`src/rtl/quad_enc_pkg.sv`:
```
// Package of constants and types for the quadrature encoder output block
package quad_enc_pkg;
   localparam int ANGLE_W = 15;
   localparam int RES_W = 4;
   localparam logic [3:0] RES_CODE_MIN = 4'h3;
   localparam logic [3:0] RES_CODE_MAX = 4'hE;
   localparam int RES_N_AT_MIN = 11;
   localparam int LIMIT_W = 16;
   localparam int SAMPLE_PERIOD_NS = 1000;
   localparam int CLK_PERIOD_NS = 5;
   localparam int SAMPLE_CYCLES = SAMPLE_PERIOD_NS / CLK_PERIOD_NS;
   localparam int MARK_W = 8;
   localparam logic [7:0] MARK_WIDTH_0 = 8'h01;
   localparam logic [7:0] MARK_WIDTH_1 = 8'h02;
   localparam logic [7:0] MARK_WIDTH_2 = 8'h03;
   localparam logic [7:0] MARK_WIDTH_3 = 8'h04;
   localparam logic [1:0] QUAD_RESET = 2'h0;

   typedef enum logic [1:0] {
      quad_state_one = 2'b00,
      quad_state_two = 2'b01,
      quad_state_three = 2'b11,
      quad_state_four = 2'b10
   } quad_state_t;

   typedef struct packed {
      logic [3:0] resolution;
      logic [1:0] marker_mode;
      logic invert;
      logic rotation_reverse;
      logic [15:0] step_limit;
   } enc_cfg_t;

   typedef struct packed {
      logic phase_a;
      logic phase_b;
      logic marker;
   } enc_out_t;
endpackage

```
`src/rtl/quad_enc_out.sv`:
```
// Quadrature encoder output generator with marker and edge-rate limiting
`timescale 1ns/1ps
`default_nettype none
module quad_enc_out
   import quad_enc_pkg::*;
#(
   parameter logic [MARK_W-1:0] MARK_W0 = MARK_WIDTH_0,
   parameter logic [MARK_W-1:0] MARK_W1 = MARK_WIDTH_1,
   parameter logic [MARK_W-1:0] MARK_W2 = MARK_WIDTH_2,
   parameter logic [MARK_W-1:0] MARK_W3 = MARK_WIDTH_3
)(
   input wire logic clk,
   input wire logic rst_n,
   input wire logic [quad_enc_pkg::ANGLE_W-1:0] angle,
   input wire logic angle_valid,
   input wire quad_enc_pkg::enc_cfg_t cfg,
   input wire logic warn_clear,
   output quad_enc_pkg::enc_out_t enc_out,
   output logic step_limit_warning
);
   import quad_enc_pkg::*;

   logic [ANGLE_W-1:0] tgt_pos, tgt_mask;
   logic [ANGLE_W-1:0] pos_ff, nxt_pos;
   logic [ANGLE_W-1:0] goal_ff, nxt_goal;
   logic [ANGLE_W-1:0] diff;
   logic synced_ff, nxt_synced;
   logic limit_on, space_ok, step, step_up, step_dn, delayed;
   logic warn_ff, nxt_warn;
   logic [MARK_W-1:0] mark_cnt_ff, nxt_mark_cnt;
   logic [MARK_W-1:0] mark_len;
   logic mark_dir_ff, nxt_mark_dir;
   quad_state_t qs;
   enc_out_t out_ff, nxt_out;

   // Angle scaled to quadrature steps, direction applied
   quad_pos_calc u_calc (
      .angle(angle),
      .resolution(cfg.resolution),
      .rotation_reverse(cfg.rotation_reverse),
      .qpos(tgt_pos),
      .qmask(tgt_mask)
   );

   edge_spacer u_space (
      .clk(clk),
      .rst_n(rst_n),
      .limit(cfg.step_limit),
      .step(step),
      .ready(space_ok)
   );

   // Step position toward goal, one state at a time; the first valid angle after reset loads it directly
   always_comb begin
      limit_on = (cfg.step_limit != '0);
      nxt_goal = goal_ff;
      nxt_synced = synced_ff;
      if (angle_valid) begin
         nxt_goal = tgt_pos;
      end
      // Forward distance within one revolution decides direction
      diff = (goal_ff - pos_ff) & tgt_mask;
      step_up = 1'b0;
      step_dn = 1'b0;
      delayed = 1'b0;
      if (!synced_ff) begin
         nxt_synced = angle_valid;
      end else if (diff != '0) begin
         if (!limit_on) begin
            // Without limiting, jump along still one state per clock
            step_up = ~diff[ANGLE_W-1] & (diff <= (tgt_mask >> 1));
            step_dn = ~step_up;
         end else if (space_ok) begin
            step_up = (diff <= (tgt_mask >> 1));
            step_dn = ~step_up;
         end
         // Pending steps beyond one, or held by spacing, are delays
         delayed = limit_on & (!space_ok | ((diff != 15'h0001) & (diff != tgt_mask)));
      end
      step = step_up | step_dn;
      nxt_pos = pos_ff;
      if (!synced_ff && angle_valid) begin
         nxt_pos = tgt_pos;
      end else if (step_up) begin
         nxt_pos = (pos_ff + 1'b1) & tgt_mask;
      end else if (step_dn) begin
         nxt_pos = (pos_ff - 1'b1) & tgt_mask;
      end
      if (nxt_pos > tgt_mask) begin
         nxt_pos = nxt_pos & tgt_mask;
      end
   end

   // Marker length scales with resolution: counts in quadrature states
   always_comb begin
      case (cfg.marker_mode)
         2'h0: mark_len = MARK_W0;
         2'h1: mark_len = MARK_W1;
         2'h2: mark_len = MARK_W2;
         2'h3: mark_len = MARK_W3;
         default: mark_len = MARK_W0;
      endcase
      // Marker never wider than a revolution, so coarse settings clip
      if (ANGLE_W'(mark_len) > tgt_mask) begin
         mark_len = MARK_W'(tgt_mask);
      end
   end

   // Marker: high while position in [0, len) states
   always_comb begin
      nxt_mark_cnt = mark_cnt_ff;
      nxt_mark_dir = mark_dir_ff;
      if (step_up) begin
         nxt_mark_dir = 1'b0;
      end else if (step_dn) begin
         nxt_mark_dir = 1'b1;
      end
      // Rising edge at zero going up; falling edge at zero going down
      if (nxt_pos < ANGLE_W'(mark_len)) begin
         nxt_mark_cnt = MARK_W'(nxt_pos) + 1'b1;
      end else begin
         nxt_mark_cnt = '0;
      end
   end

   // Two low bits of position select the quadrature state
   always_comb begin
      case (pos_ff[1:0])
         2'h0: qs = quad_state_one;
         2'h1: qs = quad_state_two;
         2'h2: qs = quad_state_three;
         2'h3: qs = quad_state_four;
         default: qs = quad_state_one;
      endcase
   end

   always_comb begin
      nxt_out.phase_a = qs[1] ^ cfg.invert;
      nxt_out.phase_b = qs[0] ^ cfg.invert;
      nxt_out.marker = (mark_cnt_ff != '0) ^ cfg.invert;
      if (!synced_ff) begin
         nxt_out.phase_a = cfg.invert;
         nxt_out.phase_b = cfg.invert;
         nxt_out.marker = cfg.invert;
      end
      // Set wins over a clear in the same cycle
      nxt_warn = (warn_ff & ~warn_clear) | delayed;
   end

   always_ff @(posedge clk or negedge rst_n) begin
      if (!rst_n) begin
         pos_ff <= '0;
         goal_ff <= '0;
         synced_ff <= 1'b0;
         mark_cnt_ff <= '0;
         mark_dir_ff <= 1'b0;
         out_ff <= '0;
         warn_ff <= 1'b0;
      end else begin
         pos_ff <= nxt_pos;
         goal_ff <= nxt_goal;
         synced_ff <= nxt_synced;
         mark_cnt_ff <= nxt_mark_cnt;
         mark_dir_ff <= nxt_mark_dir;
         out_ff <= nxt_out;
         warn_ff <= nxt_warn;
      end
   end

   always_comb begin
      enc_out = out_ff;
      step_limit_warning = warn_ff;
   end
endmodule
`default_nettype wire

```
`src/rtl/quad_pos_calc.sv`:
```
// Angle to target quadrature position conversion
`timescale 1ns/1ps
`default_nettype none
module quad_pos_calc
   import quad_enc_pkg::*;
(
   input wire logic [ANGLE_W-1:0] angle,
   input wire logic [RES_W-1:0] resolution,
   input wire logic rotation_reverse,
   output logic [ANGLE_W-1:0] qpos,
   output logic [ANGLE_W-1:0] qmask
);
   logic [ANGLE_W-1:0] ang_dir;
   logic [3:0] shift;
   always_comb begin
      ang_dir = rotation_reverse ? ANGLE_W'(~angle + 1'b1) : angle;
      // Unused codes clamp to the nearest end: codes below the range to the finest setting, codes above it to the coarsest
      if (resolution < RES_CODE_MIN) begin
         shift = 4'(ANGLE_W - 2 - RES_N_AT_MIN);
      end else if (resolution > RES_CODE_MAX) begin
         shift = 4'(ANGLE_W - 2);
      end else begin
         shift = 4'(ANGLE_W - 2 - RES_N_AT_MIN) + 4'(resolution - RES_CODE_MIN);
      end
      qpos = ang_dir >> shift;
      qmask = {ANGLE_W{1'b1}} >> shift;
   end
endmodule
`default_nettype wire

```
`src/rtl/edge_spacer.sv`:
```
// Minimum spacing counter between output edges
`timescale 1ns/1ps
`default_nettype none
module edge_spacer
   import quad_enc_pkg::*;
(
   input wire logic clk,
   input wire logic rst_n,
   input wire logic [LIMIT_W-1:0] limit,
   input wire logic step,
   output logic ready
);
   logic [LIMIT_W-1:0] cnt_ff, nxt_cnt;
   always_comb begin
      nxt_cnt = cnt_ff;
      if (step) begin
         nxt_cnt = limit;
      end else if (cnt_ff != '0) begin
         nxt_cnt = cnt_ff - 1'b1;
      end
      ready = (cnt_ff <= 16'h0001);
   end
   always_ff @(posedge clk or negedge rst_n) begin
      if (!rst_n) begin
         cnt_ff <= '0;
      end else begin
         cnt_ff <= nxt_cnt;
      end
   end
endmodule
`default_nettype wire

```
`config.mk`:
```
export PLATFORM = sky130hd
export DESIGN_NAME = quad_enc_out
export DESIGN_NICKNAME = d
export VERILOG_FILES = /design/src/rtl/quad_enc_pkg.sv /design/src/rtl/quad_enc_out.sv /design/src/rtl/quad_pos_calc.sv /design/src/rtl/edge_spacer.sv
export SDC_FILE = /design/constraint.sdc
export NUM_CORES = 1
export LEC_CHECK = 0
export ABC_AREA = 1
export BUFFER_PORTS_ARGS = -buffer_cell sky130_fd_sc_hd__clkbuf_2
export CORE_ASPECT_RATIO = 1.4
export CORE_MARGIN = 4
export CORE_UTILIZATION = 44
export DETAILED_ROUTE_END_ITERATION = 8
export SLEW_MARGIN = 40
export SYNTH_ARGS = -nofsm -noshare
export SYNTH_HDL_FRONTEND = slang
export SYNTH_SLANG_ARGS = --single-unit
export TNS_END_PERCENT = 10
```
`constraint.sdc`:
```
create_clock -name clk -period 18.4 [get_ports clk]
set_clock_uncertainty 0.15 [all_clocks]
set_input_delay 3.68 -clock clk [delete_from_list [all_inputs] [get_ports clk]]
set_output_delay 3.68 -clock clk [all_outputs]
set_load 0.03 [all_outputs]
```
==> metrics <==
status=finished, final reports clean; met2 Track Usage GR=44.9%; Tot GR Track Use=25.7%; Clock transition at path regs=0.05 ns; final net count=1394; worst vdd ir=0.0757 mV; Crit path largest cell delay=0.54 ns; fraction of layout cells with a size suffix above 1=12.5%; post-route insts no fill=1512; postcts setup bufs=0; Pre-antenna DRT Iters=5; DR vias/cell=5.31; placer congestion estimate=0.996; Slew @ Worst Pin=0.796 ns; row count=57; Setup crit start=cfg[20]; Filler cells=1887; crit path to=mark_cnt_ff[7]; area delta synth->final=9.82%; vias in the first global route=7746; # DRC=0; gr ovfl total=0; Hold-fix buffers, CTS=0; Pins Over Slew Limit=0; top_reg_cell synth=dfrtp_1; register area share after synthesis=18.8%; CTS Buffer Depth=2; Port Buf Inserts=46; Die Wd=121 um; Reg2Reg Setup Slack=10.93 ns; Worst R2R End=mark_cnt_ff[7]; setup violators final=0; kind of critical path=primary input to register; time the worst path needs with I/O delays and setup=10.84 ns; die area=20100 um^2; PwrDens=115 nW/um^2; Reg-to-Reg Start=pos_ff[2]; Arr. time, crit path=10.96 ns; initial DRC count=550; layer with the highest usage=met2; Hold Fails Final Rpt=0; Setup crit end kind=register; I/O Pins=47; type of the worst min-delay path=register to register; Core Area=17500 um^2; asr flop ratio synth=100%; htree depth=3; Num CTS Buffers=9; Yosys reg bits=59; f_max=92.3 MHz; first-pass GRT wire length=40300 um; Ant. Diodes=0; via count=8036; Syn Inst Count=1230; final cycle utilization of the critical path=58.9%; met1 usage in global routing=29.8%; initial antenna violation count=0; initial core utilization=45.0%; worst hold margin=0.339 ns; Synth cell types=68; PostCTS Resize Cnt=0; TNS Setup=0 ns; slowest library cell on the worst path=nand2_1; synthesized cell area=7860 um^2; leakage=0.00462 uW; largest net degree at the start of global routing=60; Max-Cap Viols=0; Sink Count=59; worst-path maximum fanout=20; Clock Latency Late Sink=0.34 ns; CTS tree=built; post-route ant nets=0; crit-path most repeated cell=nand2_1; Root Buffer=clkbuf_16; WP data required=18.52 ns; Yosys warning count=0; GR Util met3=3.20%; DR WL/cell=16.9 um; Post-DP HPWL=21100 um; DP Cell Count=1497; Setup crit start kind=primary input; Worst R2R Path Depth=43; Slew HR=46.3%; RSZ-0062 raised after global routing=no; Die Height=166 um; syn_area_per_cell=6.39 um^2; DRT Wirelength=25600 um; EDFF count, synth=0
-- layout by cell type (no fill, tap or decap), types with 4 or more instances in the layout --
cell	instances
a211oi_1	4
a21oi_1	40
and2_1	4
clkbuf_16	9
clkbuf_2	45
conb_1	4
dfrtp_1	59
ha_1	78
inv_1	167
inv_2	12
inv_4	4
nand2_1	347
nand2_2	20
nand2_4	7
nand3_1	95
nand3b_1	5
nand4_1	25
nor2_1	112
nor2_2	15
nor2_4	6
nor2_8	4
nor3_1	23
nor4_1	9
o211ai_1	5
o21ai_0	61
o21ai_1	6
or2_2	12
xnor2_1	11
xor2_1	29
-- flip-flops by register name, summed over array words and instances, names as in the netlist --
signal / cells
mark_cnt_ff: 8
enc_out: 3
step_limit_warning: 1
synced_ff: 1
pos_ff: 15
goal_ff: 15
u_space.cnt_ff: 16
-- power breakdown --
part	internal (uW)	switching (uW)
Sequential	156	26.6
Combinational	203	417
Clock	125	63.3
Total	484	507
-- worst min-delay path by stage --
stage,cells after the start,to,slack (ns),startpoint
final,2,goal_ff[2],0.34,goal_ff[2]
after global routing,2,goal_ff[7],0.36,goal_ff[7]
after CTS,2,goal_ff[0],0.34,goal_ff[0]
after detailed placement,2,goal_ff[0],0.32,goal_ff[0]
after global placement,2,goal_ff[0],0.32,goal_ff[0]
after floorplan,2,goal_ff[4],0.30,goal_ff[4]
-- worst max-delay path, delay by kind of cell --
| kind | cells | cell delay, ns |
|---|---|---|
| AND/OR/NAND/NOR | 25 | 3.83 |
| adder cells (fa/ha/maj) | 4 | 1.25 |
| buffers and inverters | 6 | 1.16 |
| AO/OA/AOI/OAI | 9 | 0.99 |
-- cells in the mapped netlist (all sizes together) (6+ instances only) --
cell / n / area (um^2)
dfrtp: 59 / 1480
xor2: 29 / 254
or2: 12 / 75.1
nor4: 9 / 56.3
nand3: 97 / 503
nor2: 137 / 662
clkbuf: 10 / 41.3
nor3: 24 / 131
nand3b: 6 / 57.6
o21ai: 70 / 377
a21oi: 43 / 241
buf: 8 / 48.8
o211ai: 7 / 71.3
nand2: 375 / 1530
nand4: 26 / 169
ha: 78 / 976
inv: 183 / 697
xnor2: 11 / 96.3
-- per-stage QoR --
stage | setup WS, ns | util [%] | area, um^2 | power [uW]
floorplan | 8.97 | - | 7870 | 644
global placement | 7.46 | 47.5 | 8300 | 797
detailed placement | 7.40 | 47.5 | 8300 | 796
CTS | 7.76 | 49.4 | 8630 | 990
global route | 6.87 | 49.4 | 8630 | 1080
finish | 7.56 | 49.4 | 8630 | 991
-- final cells by class --
type                       instances  area [um^2]  share of cell area (%)
clock buffer                      11          253                    2.93
clock inverter                     4         73.8                   0.855
inverter                         184          701                    8.12
multi-input combinational        970         5580                    64.7
sequential                        59         1480                    17.1
tap                              236          295                    3.42
timing repair buffer              48          249                    2.89
-- kinds of logic after synthesis --
family                     Yosys count  share of synthesized area (%)
AOI/OAI and AO/OA                  151                           12.3
adders and majority gates           79                           12.7
xor gates and xnor gates            40                           4.46
buffers and inverters              204                           10.3
other                                1                         0.0477
DFF                                 59                           18.8
and+or+nand+nor                    693                           41.1
muxes                                3                          0.382
-- metal layers --
metal | share of wire (%) | wire (um)
met1 | 40 | 10100
met4 | 6.0 | 1520
met5 | 0 | 0
met2 | 50 | 12700
met3 | 4.7 | 1190
(Power assumes the default switching activity.)
